### src/rxfm_pkg.sv
package rxfm_pkg;

	// ==================================================
	// clock and timing
	localparam int unsigned CLK_NS = 5;
	localparam longint unsigned CLK_HZ = 64'd200_000_000;
	localparam longint unsigned FBER_WIN_S = 64'd60;
	localparam longint unsigned FBER_WIN_CYC = FBER_WIN_S * CLK_HZ;
	// receive clock declared absent after this long without an edge
	localparam int unsigned ACT_TO_NS = 2000;
	localparam int unsigned ACT_CYC = (ACT_TO_NS + CLK_NS - 1) / CLK_NS;
	// received bits without a zero (AIS mode) or a transition (data mode) before stuck is declared
	localparam int unsigned STUCK_BITS = 1024;
	// framing error threshold: one in this many
	localparam int unsigned FBER_RATIO = 1000;

	// ==================================================
	// buffer fill limits and event log
	localparam int unsigned FILL_LO_PCT = 10;
	localparam int unsigned FILL_HI_PCT = 90;
	localparam int unsigned LOG_DEPTH = 10;
	localparam int unsigned LOG_CW = 4;
	localparam int unsigned LOG_AW = 5;

	// ==================================================
	// register offsets (byte addresses)
	localparam logic [7:0] OFS_CTRL = 8'h00;
	localparam logic [7:0] OFS_STATUS = 8'h04;
	localparam logic [7:0] OFS_STICKY = 8'h08;
	localparam logic [7:0] OFS_LOGCNT = 8'h0C;
	localparam logic [7:0] OFS_LOGSEL = 8'h10;
	localparam logic [7:0] OFS_LOGDATA = 8'h14;
	localparam logic [7:0] OFS_FBERR = 8'h18;

	// ==================================================
	// control fields and reset value
	localparam int unsigned CTRL_DATA_MODE = 0;
	localparam int unsigned CTRL_RELAY_EN = 1;
	localparam int unsigned CTRL_REDUNDANT = 2;
	localparam int unsigned CTRL_LOG_CLR = 3;
	localparam logic [2:0] CTRL_RST = 3'h4;

	// ==================================================
	// alarm vector bit positions
	localparam int unsigned AL_UNDER = 0;
	localparam int unsigned AL_OVER = 1;
	localparam int unsigned AL_STUCK = 2;
	localparam int unsigned AL_FBER = 3;
	localparam int unsigned AL_SYNTH = 4;
	localparam int unsigned AL_CLKACT = 5;
	localparam int unsigned AL_DEMUX = 6;
	localparam int unsigned AL_PRBS = 7;
	localparam int unsigned AL_FILL = 8;
	localparam int unsigned AL_CONFIG = 9;
	localparam int unsigned AL_N = 10;
	localparam logic [AL_N-1:0] AL_RST = 10'h000;

endpackage

### src/rxfm_top.sv
`timescale 1ns/1ps
// Operation
// - underflow alarm on buffer read while empty
// - timestamp only first 10 underflows in log
// - overflow alarm, logged like underflow
// - AIS mode: alarm on continuous all ones
// - data mode: alarm on ones or zeros stuck
// - stuck alarm monitor only, optional relay contact
// - framing error rate above 1e-3 per 60s
// - framing error alarm requests redundancy switch-over
// - framing error alone never inserts AIS
// - synthesizer wrong frequency or unlocked alarm
// - no receive clock: alarm, use satellite clock
// - demux alarm on frame or multiframe loss
// - demux alarm replaces output with all ones
// - demux alarm requests switch-over, backward alarm
// - demux alarm whenever carrier is absent
// - alarm while 2047 test pattern unlocked
// - fill alarm below 10 or above 90 percent
// - configuration alarm on modulator/demodulator fault
module rxfm_top import rxfm_pkg::*; #(
	parameter int unsigned DEPTH = 256,
	parameter int unsigned LVLW = $clog2(DEPTH + 1),
	parameter int unsigned STUCK_LEN = STUCK_BITS,
	parameter longint unsigned FBER_WIN = FBER_WIN_CYC
) (
	input wire logic pclk, // system clock, 200 MHz
	input wire logic presetn, // async reset, active low
	input wire logic ce, // clock enable, freezes all state
	input wire logic [31:0] paddr, // apb address
	input wire logic psel, // apb select
	input wire logic penable, // apb enable
	input wire logic pwrite, // apb direction
	input wire logic [31:0] pwdata, // apb write data
	output logic [31:0] prdata, // apb read data
	output logic pready, // apb ready
	output logic pslverr, // apb error on unmapped address
	input wire logic sat_clk, // recovered satellite clock pin
	input wire logic sat_data, // demodulated satellite data pin
	input wire logic term_clk, // selected terrestrial receive clock pin
	input wire logic buf_rd_empty, // buffer read while empty, pulse
	input wire logic buf_wr_full, // buffer written while full, pulse
	input wire logic [LVLW-1:0] buf_level, // buffer occupancy
	input wire logic synth_lock, // buffer synthesizer locked
	input wire logic synth_freq_ok, // synthesizer frequency in range
	input wire logic carrier_present, // receive carrier detected
	input wire logic frame_align_ok, // demux frame alignment held
	input wire logic mframe_align_ok, // demux multiframe alignment held
	input wire logic fbit_strobe, // one framing bit decoded, pulse
	input wire logic fbit_err, // that framing bit was wrong
	input wire logic prbs_lock, // 2047 test pattern in sync
	input wire logic mod_fault, // modulator invalid state
	input wire logic demod_fault, // demodulator invalid state
	input wire logic [31:0] rtc_time, // time and date stamp
	output logic rx_out_data, // receive data toward terrestrial side
	output logic buf_clk_sat_sel, // high: buffer clock from satellite
	output logic [AL_N-1:0] alarms, // live alarm vector
	output logic receive_stuck_pattern_alarm, // stuck or AIS seen
	output logic framing_error_rate_alarm, // framing error rate
	output logic receive_clock_activity_alarm, // receive clock missing
	output logic frame_alignment_loss_alarm, // demux lost alignment
	output logic changeover_relay_contact, // relay closed on stuck
	output logic switchover_req, // redundancy switch-over request
	output logic backward_alarm // backward alarm toward distant end
);

	// ==================================================
	// pin synchronisers and edge detection
	logic [2:0] sclk_q, sdat_q, tclk_q;

	always_ff @(posedge pclk or negedge presetn) begin
		if (!presetn) begin
			sclk_q <= 3'h0;
			sdat_q <= 3'h0;
			tclk_q <= 3'h0;
		end else if (ce) begin
			sclk_q <= {sclk_q[1:0], sat_clk};
			sdat_q <= {sdat_q[1:0], sat_data};
			tclk_q <= {tclk_q[1:0], term_clk};
		end
	end

	// data and clock share the same latency, so bit 1 pairs with the edge
	wire bit_stb = sclk_q[1] & ~sclk_q[2];
	wire rx_bit = sdat_q[1];
	wire tclk_edge = tclk_q[1] ^ tclk_q[2];

	// ==================================================
	// control register
	logic [2:0] ctrl_q;
	wire data_mode = ctrl_q[CTRL_DATA_MODE];
	wire relay_en = ctrl_q[CTRL_RELAY_EN];
	wire redundant = ctrl_q[CTRL_REDUNDANT];

	// ==================================================
	// apb decode
	wire [7:0] ofs = paddr[7:0];
	wire hit_ctrl = ofs == OFS_CTRL;
	wire hit_status = ofs == OFS_STATUS;
	wire hit_sticky = ofs == OFS_STICKY;
	wire hit_logcnt = ofs == OFS_LOGCNT;
	wire hit_logsel = ofs == OFS_LOGSEL;
	wire hit_logdata = ofs == OFS_LOGDATA;
	wire hit_fberr = ofs == OFS_FBERR;
	wire upper_zero = paddr[31:8] == 24'h000000;
	wire mapped = upper_zero & (hit_ctrl | hit_status | hit_sticky |
		hit_logcnt | hit_logsel | hit_logdata | hit_fberr);
	// one wait state: ready rises in the second access cycle
	wire acc = psel & penable & ~pready;
	wire done = psel & penable & pready;
	wire wr = done & pwrite & mapped;
	wire wr_ctrl = wr & hit_ctrl;
	wire wr_sticky = wr & hit_sticky;
	wire wr_logsel = wr & hit_logsel;
	wire log_clr = wr_ctrl & pwdata[CTRL_LOG_CLR];

	// ==================================================
	// stuck pattern and clock activity watchers
	logic prev_bit_q;
	wire zero_seen = bit_stb & ~rx_bit;
	wire edge_seen = bit_stb & (rx_bit != prev_bit_q);
	// AIS mode only a zero breaks the run; data mode any transition
	wire stuck_act = data_mode ? edge_seen : zero_seen;
	logic stuck_quiet, clk_quiet;

	rxfm_quiet #(
		.LIMIT(STUCK_LEN)
	) u_stuck (
		.pclk(pclk),
		.presetn(presetn),
		.ce(ce),
		.tick(bit_stb),
		.act(stuck_act),
		.quiet(stuck_quiet)
	);

	rxfm_quiet #(
		.LIMIT(ACT_CYC)
	) u_clkact (
		.pclk(pclk),
		.presetn(presetn),
		.ce(ce),
		.tick(1'b1),
		.act(tclk_edge),
		.quiet(clk_quiet)
	);

	// ==================================================
	// framing bit error rate over the measurement window
	logic [63:0] win_q;
	logic [31:0] fbits_q, ferrs_q, ferrs_last_q;
	logic fber_q;
	wire win_end = win_q == (FBER_WIN - 64'd1);
	wire [41:0] err_scaled = {10'h000, ferrs_q} * 42'(FBER_RATIO);
	wire fber_over = err_scaled > {10'h000, fbits_q};

	always_ff @(posedge pclk or negedge presetn) begin
		if (!presetn) begin
			win_q <= 64'h0;
			fbits_q <= 32'h0;
			ferrs_q <= 32'h0;
			ferrs_last_q <= 32'h0;
			fber_q <= 1'b0;
		end else if (ce) begin
			if (win_end) begin
				win_q <= 64'h0;
				fbits_q <= 32'h0;
				ferrs_q <= 32'h0;
				ferrs_last_q <= ferrs_q;
				fber_q <= fber_over;
			end else begin
				win_q <= win_q + 64'd1;
				if (fbit_strobe) begin
					fbits_q <= fbits_q + 32'd1;
					ferrs_q <= ferrs_q + {31'h0, fbit_err};
				end
			end
		end
	end

	// ==================================================
	// live fault conditions
	// compare in percent so a depth not divisible by 100 keeps exact limits
	wire [31:0] lvl_pct = 32'(buf_level) * 32'd100;
	wire fill_bad = (lvl_pct < 32'(DEPTH * FILL_LO_PCT)) |
		(lvl_pct > 32'(DEPTH * FILL_HI_PCT));
	wire synth_bad = ~synth_lock | ~synth_freq_ok;
	wire align_lost = ~frame_align_ok | ~mframe_align_ok;
	wire demux_bad = ~carrier_present | align_lost;
	wire cfg_bad = mod_fault | demod_fault;

	logic [AL_N-1:0] al_d;
	always_comb begin
		al_d = AL_RST;
		al_d[AL_UNDER] = buf_rd_empty;
		al_d[AL_OVER] = buf_wr_full;
		al_d[AL_STUCK] = stuck_quiet;
		al_d[AL_FBER] = fber_q;
		al_d[AL_SYNTH] = synth_bad;
		al_d[AL_CLKACT] = clk_quiet;
		al_d[AL_DEMUX] = demux_bad;
		al_d[AL_PRBS] = ~prbs_lock;
		al_d[AL_FILL] = fill_bad;
		al_d[AL_CONFIG] = cfg_bad;
	end

	// only the demux alarm (carrier or alignment loss) forces AIS; framing errors alone never do
	wire ais_ins = demux_bad;
	wire prompt = fber_q | demux_bad;

	// ==================================================
	// alarm registers and outputs
	logic [AL_N-1:0] al_q, sticky_q;
	logic out_q, clksel_q, relay_q, swo_q, bwd_q;

	always_ff @(posedge pclk or negedge presetn) begin
		if (!presetn) begin
			al_q <= AL_RST;
			sticky_q <= AL_RST;
			out_q <= 1'b1;
			clksel_q <= 1'b0;
			relay_q <= 1'b0;
			swo_q <= 1'b0;
			bwd_q <= 1'b0;
			prev_bit_q <= 1'b0;
		end else if (ce) begin
			al_q <= al_d;
			// a new event in the clearing cycle stays set
			sticky_q <= (sticky_q & ~({AL_N{wr_sticky}} &
				pwdata[AL_N-1:0])) | al_d;
			if (bit_stb) begin
				prev_bit_q <= rx_bit;
			end
			// AIS takes over at once, not at the next bit strobe
			if (ais_ins) begin
				out_q <= 1'b1;
			end else if (bit_stb) begin
				// data passes untouched otherwise
				out_q <= rx_bit;
			end
			clksel_q <= clk_quiet;
			relay_q <= relay_en & stuck_quiet;
			swo_q <= redundant & prompt;
			bwd_q <= demux_bad;
		end
	end

	assign alarms = al_q;
	assign rx_out_data = out_q;
	assign buf_clk_sat_sel = clksel_q;
	assign receive_stuck_pattern_alarm = al_q[AL_STUCK];
	assign framing_error_rate_alarm = al_q[AL_FBER];
	assign receive_clock_activity_alarm = al_q[AL_CLKACT];
	assign frame_alignment_loss_alarm = al_q[AL_DEMUX];
	assign changeover_relay_contact = relay_q;
	assign switchover_req = swo_q;
	assign backward_alarm = bwd_q;

	// ==================================================
	// event log: first entries of each kind, contents kept over reset
	logic [31:0] log_mem [0:2*LOG_DEPTH-1];
	logic [LOG_CW-1:0] ucnt_q, ocnt_q;
	logic [LOG_AW-1:0] logsel_q;
	wire under_log = buf_rd_empty & (ucnt_q < LOG_CW'(LOG_DEPTH));
	wire over_log = buf_wr_full & (ocnt_q < LOG_CW'(LOG_DEPTH));
	wire [LOG_AW-1:0] u_addr = {1'b0, ucnt_q};
	wire [LOG_AW-1:0] o_addr = LOG_AW'(LOG_DEPTH) + {1'b0, ocnt_q};
	wire sel_ok = logsel_q < LOG_AW'(2 * LOG_DEPTH);

	// memory has no reset: it stands in for battery-retained storage
	always_ff @(posedge pclk) begin
		if (ce) begin
			if (under_log) begin
				log_mem[u_addr] <= rtc_time;
			end
			if (over_log) begin
				log_mem[o_addr] <= rtc_time;
			end
		end
	end

	always_ff @(posedge pclk or negedge presetn) begin
		if (!presetn) begin
			ucnt_q <= '0;
			ocnt_q <= '0;
			logsel_q <= '0;
			ctrl_q <= CTRL_RST;
		end else if (ce) begin
			if (log_clr) begin
				ucnt_q <= '0;
				ocnt_q <= '0;
			end else begin
				if (under_log) begin
					ucnt_q <= ucnt_q + 1'b1;
				end
				if (over_log) begin
					ocnt_q <= ocnt_q + 1'b1;
				end
			end
			if (wr_ctrl) begin
				ctrl_q <= pwdata[2:0];
			end
			if (wr_logsel) begin
				logsel_q <= pwdata[LOG_AW-1:0];
			end
		end
	end

	// ==================================================
	// apb read path and handshake
	wire [31:0] log_word = sel_ok ? log_mem[logsel_q] : 32'h00000000;
	wire [31:0] rd_ctrl = {29'h0, ctrl_q};
	wire [31:0] rd_status = {{(32-AL_N){1'b0}}, al_q};
	wire [31:0] rd_sticky = {{(32-AL_N){1'b0}}, sticky_q};
	wire [31:0] rd_logcnt = {8'h00, 4'h0, ocnt_q, 12'h000, ucnt_q};
	wire [31:0] rd_logsel = {{(32-LOG_AW){1'b0}}, logsel_q};
	wire [31:0] rd_mux =
		hit_ctrl ? rd_ctrl :
		hit_status ? rd_status :
		hit_sticky ? rd_sticky :
		hit_logcnt ? rd_logcnt :
		hit_logsel ? rd_logsel :
		hit_logdata ? log_word :
		hit_fberr ? ferrs_last_q : 32'h00000000;
	wire [31:0] rd_val = (mapped & ~pwrite) ? rd_mux : 32'h00000000;

	logic rdy_q, err_q;
	logic [31:0] rdata_q;

	always_ff @(posedge pclk or negedge presetn) begin
		if (!presetn) begin
			rdy_q <= 1'b0;
			err_q <= 1'b0;
			rdata_q <= 32'h00000000;
		end else if (ce) begin
			rdy_q <= acc;
			// error flop rises and falls with ready, so it drives the pin
			err_q <= acc & ~mapped;
			if (acc) begin
				rdata_q <= rd_val;
			end else if (done) begin
				rdata_q <= 32'h00000000;
			end
		end
	end

	assign pready = rdy_q;
	assign pslverr = err_q;
	assign prdata = rdata_q;
endmodule

### src/rxfm_quiet.sv
`timescale 1ns/1ps
// counts ticks since the last activity; quiet once the count hits LIMIT
module rxfm_quiet #(
	parameter int unsigned LIMIT = 16,
	parameter int unsigned CW = $clog2(LIMIT + 1)
) (
	input wire logic pclk, // system clock
	input wire logic presetn, // async reset, active low
	input wire logic ce, // clock enable
	input wire logic tick, // one observation step
	input wire logic act, // activity seen this cycle
	output logic quiet // no activity for LIMIT ticks
);
	logic [CW-1:0] cnt_q;
	localparam logic [CW-1:0] LIM = CW'(LIMIT);

	always_ff @(posedge pclk or negedge presetn) begin
		if (!presetn) begin
			cnt_q <= '0;
		end else if (ce) begin
			if (act) begin
				cnt_q <= '0;
			end else if (tick && cnt_q != LIM) begin
				cnt_q <= cnt_q + 1'b1;
			end
		end
	end

	assign quiet = (cnt_q == LIM);
endmodule

### config.mk
export PLATFORM = sky130hd
export DESIGN_NAME = rxfm_top
export DESIGN_NICKNAME = d
export VERILOG_FILES = /design/src/rxfm_pkg.sv /design/src/rxfm_top.sv /design/src/rxfm_quiet.sv
export SDC_FILE = /design/constraint.sdc
export NUM_CORES = 1
export LEC_CHECK = 0
export ABC_AREA = 1
export BUFFER_PORTS_ARGS = -buffer_cell sky130_fd_sc_hd__buf_2
export CORE_ASPECT_RATIO = 1.1
export CORE_MARGIN = 4
export CORE_UTILIZATION = 55
export DETAILED_ROUTE_END_ITERATION = 6
export HOLD_SLACK_MARGIN = 0.1
export PLACE_DENSITY = 0.68
export SLEW_MARGIN = 0
export SYNTH_ARGS = -nofsm -noshare
export SYNTH_HDL_FRONTEND = slang
export SYNTH_SLANG_ARGS = --single-unit
### constraint.sdc
create_clock -name pclk -period 9.25 [get_ports pclk]
set_input_delay 1.85 -clock pclk [delete_from_list [all_inputs] [get_ports pclk]]
set_output_delay 1.85 -clock pclk [all_outputs]
set_load 0.02 [all_outputs]
# After elaboration in Yosys (flattened, before gate mapping)
# Memory sizes are Yosys's and may differ from the RTL's.
# Cells that the tools add are included.
# W data, S select, Z words.
dict set report totals {
  regBits 265
  latch_bits 0
  mem_bits_rw 640
  romBits 0
  input_bits 126
  output_inout_bits 53
  wordCells 155
  memories 1
}
# memory words word_bits rd rd_clocked_by_memory_dff wr line_no
set mem_list {}
lappend mem_list {log_mem 20 32 1 0 2 rxfm_top.sv:261} ;# logic [31:0] log_mem [0:2*LOG_DEPTH-1];
dict set report classes {
  n_addsub 8
  multipliers 2
  div 0
  magnitude_cmp 6
  eq_ne 12
  shift 0
  muxes 33
  n_bitwise 47
  reduce_logical 21
}
# cell count
set op_table {}
lappend op_table {{$mux W32} 15}
lappend op_table {{$add A64 B1 Y64 const B} 1}
lappend op_table {{$eq A64 B34 Y1 const B} 1}
lappend op_table {{$mux W64} 1}
lappend op_table {{$gt A42 B32 Y1} 1}
lappend op_table {{$mul A32 B7 Y39 const B} 1}
lappend op_table {{$add A32 B1 Y32} 1}
lappend op_table {{$add A32 B1 Y32 const B} 1}
lappend op_table {{$eq A8 B5 Y1 const B} 3}
lappend op_table {{$logic_not A24 Y1} 1}
lappend op_table {{$mux W11} 2}
lappend op_table {{$reduce_and A2 Y1} 11}
lappend op_table {{$and A10 B10 Y10} 2}
lappend op_table {{$and A1 B1 Y1} 19}
lappend op_table {{$mux W9} 2}
lappend op_table {{$eq A8 B4 Y1 const B} 2}
lappend op_table {{$gt A16 B15 Y1 const B} 1}
lappend op_table {{$lt A16 B12 Y1 const B} 1}
lappend op_table {{$mux W4} 4}
lappend op_table {{$mul A9 B5 Y14 const B} 1}
lappend op_table {{$reduce_bool A2 Y1} 7}
lappend op_table {{$or A1 B1 Y1} 12}
lappend op_table {{$add A11 B1 Y11 const B} 1}
lappend op_table {{$eq A11 B11 Y1 const B} 1}
lappend op_table {{other kinds (17)} 37}

# Longest topological paths before layout
dict set report depth {
  word_depth 14
  ltp_mapped 35
  depth_no_buf 35
}

# Modules after synthesis
# Synthesis repeated with hierarchy kept, for this count alone.
dict set report unflattened {
  hier_cells 4705
  area_unflattened_um2 46927.5
}
# mod n_inst cells_per_inst area_each_um2 seq_area_each_um2
set modules_own_cells {}
lappend modules_own_cells {rxfm_top 1 4494 45563.7 25301.8}
lappend modules_own_cells {{rxfm_quiet at u_stuck} 1 121 763.2 275.3}
lappend modules_own_cells {{rxfm_quiet at u_clkact} 1 90 600.6 225.2}

# Worst setup path after synthesis
# Ideal clock, no wire load.
dict set report synth_path {
  kind {reg-to-reg}
  from {register ferrs_q[5]}
  to {register fber_q}
  setup_time_ns 0.113
  t_arrival_ns 5.004
  required_time_ns 9.137
  path_slack_ns 4.133
  stages_incl_launch_ff 31
  path_buffers 0
  synth_period_minus_slack_ns 5.117
  path_cell_list {dfrtp_1 -> inv_1 -> fa_1 -> fa_1 -> fa_1 -> fa_1 -> inv_1 -> ha_1 -> a21oi_1 -> nor2_1 -> nor2_1 -> nand2_1 -> nand2_1 -> nand2_1 -> a21oi_1 -> inv_1 -> a21oi_1 -> xnor2_1 -> ha_1 -> a21oi_1 -> nor2_1 -> a211oi_1 -> nand2_1 -> nand2_1 -> nand2_1 -> nand2_1 -> nand2_1 -> nor2_1 -> nand3_1 -> nand2_1 -> inv_1}
}
dict set report synth_via {
  elab_chain_len 2
}
# element line_no
set synth_rtl {}
lappend synth_rtl {{start, declared} rxfm_top.sv:151} ;# logic [31:0] fbits_q, ferrs_q, ferrs_last_q;
lappend synth_rtl {{start signal, assigned} rxfm_top.sv:175} ;# ferrs_q <= ferrs_q + {31'h0, fbit_err};
lappend synth_rtl {{$mul A32 B7 Y39} rxfm_top.sv:154} ;# wire [41:0] err_scaled = {10'h000, ferrs_q} * 42'(FBER_RATIO);
lappend synth_rtl {{$gt A42 B32 Y1} rxfm_top.sv:155} ;# wire fber_over = err_scaled > {10'h000, fbits_q};
lappend synth_rtl {{end signal, assigned} rxfm_top.sv:170} ;# fber_q <= fber_over;
lappend synth_rtl {{end, declared} rxfm_top.sv:152} ;# logic fber_q;
# Every way passes these cells.
# A chain may end at the register's enable or synchronous reset.

# Worst setup path after layout
# Same ends and word-level chain as after synthesis.

==> results.json <==
{
  "drv_slew": 0,
  "yosysWarnings": 0,
  "fin_util_pct": 61.2,
  "multiInputGateArea_um2": 18800,
  "setup_violations": 0,
  "via_per_inst": 5.79,
  "slowest_delay_ns": 0.55,
  "grt_max_degree": 156,
  "grt_pass1_wl_um": 192000,
  "start_util_pct": 55.5,
  "synth_area_um2": 47100,
  "synthTopCellsByArea": "edfxtp_1 (41%), dfrtp_1 (14%), nand2_1 (6.3%), fa_1 (5.1%), o21ai_0 (5.1%)",
  "overflow": 0,
  "ys.flop_type": "edfxtp_1",
  "place_ws_ns": 3.29,
  "post-route-period-util_pct": 64.9,
  "postCtsSetupBuffers": 0,
  "synthCells": 4734,
  "irDropWorstVdd_mv": 0.510,
  "maxCapViolCount": 0,
  "drt_iter0_markers": 3211,
  "syn_nets": 5148,
  "die-area_um2": 90400,
  "rows": 112,
  "port_buffers": 156,
  "fin_crit_ns": 6.00,
  "worst_clock_skew_ns": 0.0441,
  "hpwl_um": 78100,
  "drive_gt1_share_pct": 8.61,
  "p_total_uw": 17900,
  "crit_required_ns": 9.82,
  "async_flop_share_pct": 29.1,
  "clk_pin_slew_ns": 0.06,
  "htreeDepth": 3,
  "hold_class": "register to register",
  "hold_viol": 0,
  "area_growth_pct": 10.3,
  "routabilityCongestion": 0.908,
  "n_fill_cell": 7103,
  "cp.arrival_ns": 6.58,
  "finalSetupTns_ns": 0,
  "crit_type": "register to register",
  "cts_resized": 0,
  "cts_sinks": 903,
  "setup_slack_ns": 3.25,
  "ant_nets": 0,
  "relSlewSlack_pct": 20.2,
  "io-pin-count": 179,
  "rsz0062_at_grt": "false",
  "pwr_density_cell_nw_per_um2": 345,
  "grt_pass1_vias": 33000,
  "die_w_um": 287,
  "ys_ff_latch": 903,
  "cts-buffers-inserted": 91,
  "ctsHoldBuffers": 0,
  "fp.coreArea_um2": 84900,
  "clkLatencyLatePin_ns": 0.68,
  "vias": 35000,
  "synth.distinct_cells": 60,
  "antenna_found_initial": 10,
  "tightest_slew_ns": 1.20,
  "clockBufferDepth": 3,
  "crit_fanout": 7,
  "drc": 0,
  "layout_common_cells": "nand2_1 (788), edfxtp_1 (640), nor2_1 (567), inv_1 (493), o21ai_0 (481)",
  "final_nets": 5252,
  "synth_edf_count": 640,
  "yosysSeqAreaShare_pct": 54.8,
  "synth_top_area_share_pct": 40.8,
  "tritoncts": "built",
  "crit_top_cell": "nand2_1",
  "fmax_ghz": 0.167,
  "cts_root_buf": "clkbuf_16",
  "layout_commonest_cell": "nand2_1",
  "avgSynthCellArea_um2": 9.95,
  "dr.pass1.iters": 6,
  "cpMaxStageDelayCell": "fa_1",
  "die_h_um": 315,
  "post-synth-top-area-cell": "edfxtp_1",
  "regArea_um2": 25800,
  "end_kind": "register",
  "wl_per_cell_um": 20.8,
  "outcome": "finished clean",
  "power.leakage_uw": 0.0210,
  "grt_use_total_pct": 27.6,
  "totalWireLength_um": 126000,
  "cp-start-kind": "register"
}
power by group:
group	switching, µW	leakage, µW	total, µW	internal (µW)
Sequential	131	0.00905	4580	4450
Clock	1560	0.00141	3590	2030
Combinational	6050	0.0105	9780	3730
Total	7740	0.0210	17900	10200
registers in the layout (all words and copies together) (netlist names), 10 cells and up:
| register | count |
|---|---|
| alarms | 10 |
| fbits_q | 32 |
| ferrs_q | 32 |
| ferrs_last_q | 32 |
| u_stuck.cnt_q | 11 |
| prdata | 32 |
| win_q | 64 |
| sticky_q | 10 |
| log_mem | 640 |
through the flow:
step / instance area [µm²] / hold slack, ns / instances
2_1_floorplan: 47100 / 0.442 / 4734
3_3_place_gp: 49100 / 0.460 / 5885
3_5_place_dp: 49100 / 0.461 / 5885
4_1_cts: 52000 / 0.476 / 6043
5_1_grt: 52000 / 0.484 / 6044
6_report: 52000 / 0.473 / 6044
critical path: cells and delay by family, from the launching register on:
kind | cells | cell delay, ns
fa+ha+maj | 6 | 2.67
simple gates | 13 | 1.58
compound gates | 3 | 0.67
buf+inv | 4 | 0.48
flops | 1 | 0.42
xor+xnor | 1 | 0.09
metal layers:
metal	global-route usage [%]	vias up	routed length, µm
met5	0	-	78
met4	8.23	10	3500
met3	4.26	229	9760
met2	43.9	1311	58500
met1	39.6	17000	54000
li1	-	16500	-
path summary, 6_finish.rpt:
check | cells after the start | to | startpoint | slack, ns
max | 27 | fber_q | ferrs_q[5] | 3.25
min | 1 | win_q[63] | win_q[63] | 0.47
max reg2reg | 27 | fber_q | ferrs_q[5] | 3.25
min reg2reg | 1 | win_q[63] | win_q[63] | 0.47
max in group asynchronous | 2 | prdata[12] | presetn | 6.63
min in group asynchronous | 1 | u_stuck.cnt_q[6] | presetn | 1.19
synth_stat cells (6+ instances only):
cell type	number
nor4_1	51
a21oi_1	111
buf_4	13
inv_2	8
nand2_1	789
o22ai_1	82
nand3_1	212
nand4_1	94
buf_2	48
o221ai_1	71
xnor2_1	20
nand3b_1	21
o21ai_0	481
clkbuf_1	112
o211ai_1	24
buf_6	8
nor2_4	13
buf_1	7
o21ai_1	27
nor3_1	73
nor2_1	577
edfxtp_1	640
a211oi_1	6
xor2_1	93
fa_1	121
nand2_2	7
a31oi_1	29
dfrtp_1	261
inv_1	495
nor2_2	8
o21bai_1	8
ha_1	167
cells by family after synthesis:
logic type | count (synthesis) | share of synthesized area (%)
DFF | 903 | 54.8
xor gates and xnor gates | 113 | 2.10
and+or+nand+nor | 1877 | 17.4
AOI/OAI and AO/OA | 857 | 10.3
adders and majority gates | 288 | 9.58
buffers and inverters | 696 | 5.91
layout make-up:
| class | count | area share, % |
|---|---|---|
| diodes | 1 | 0.00482 |
| clock buffers | 123 | 4.77 |
| clock inverters | 35 | 0.802 |
| inverters | 506 | 3.67 |
| multi-input cells | 3135 | 36.1 |
| flip-flops and latches | 903 | 49.7 |
| well taps | 1140 | 2.75 |
| repair buffers | 201 | 2.20 |
Power figures use the tool's default switching activity.
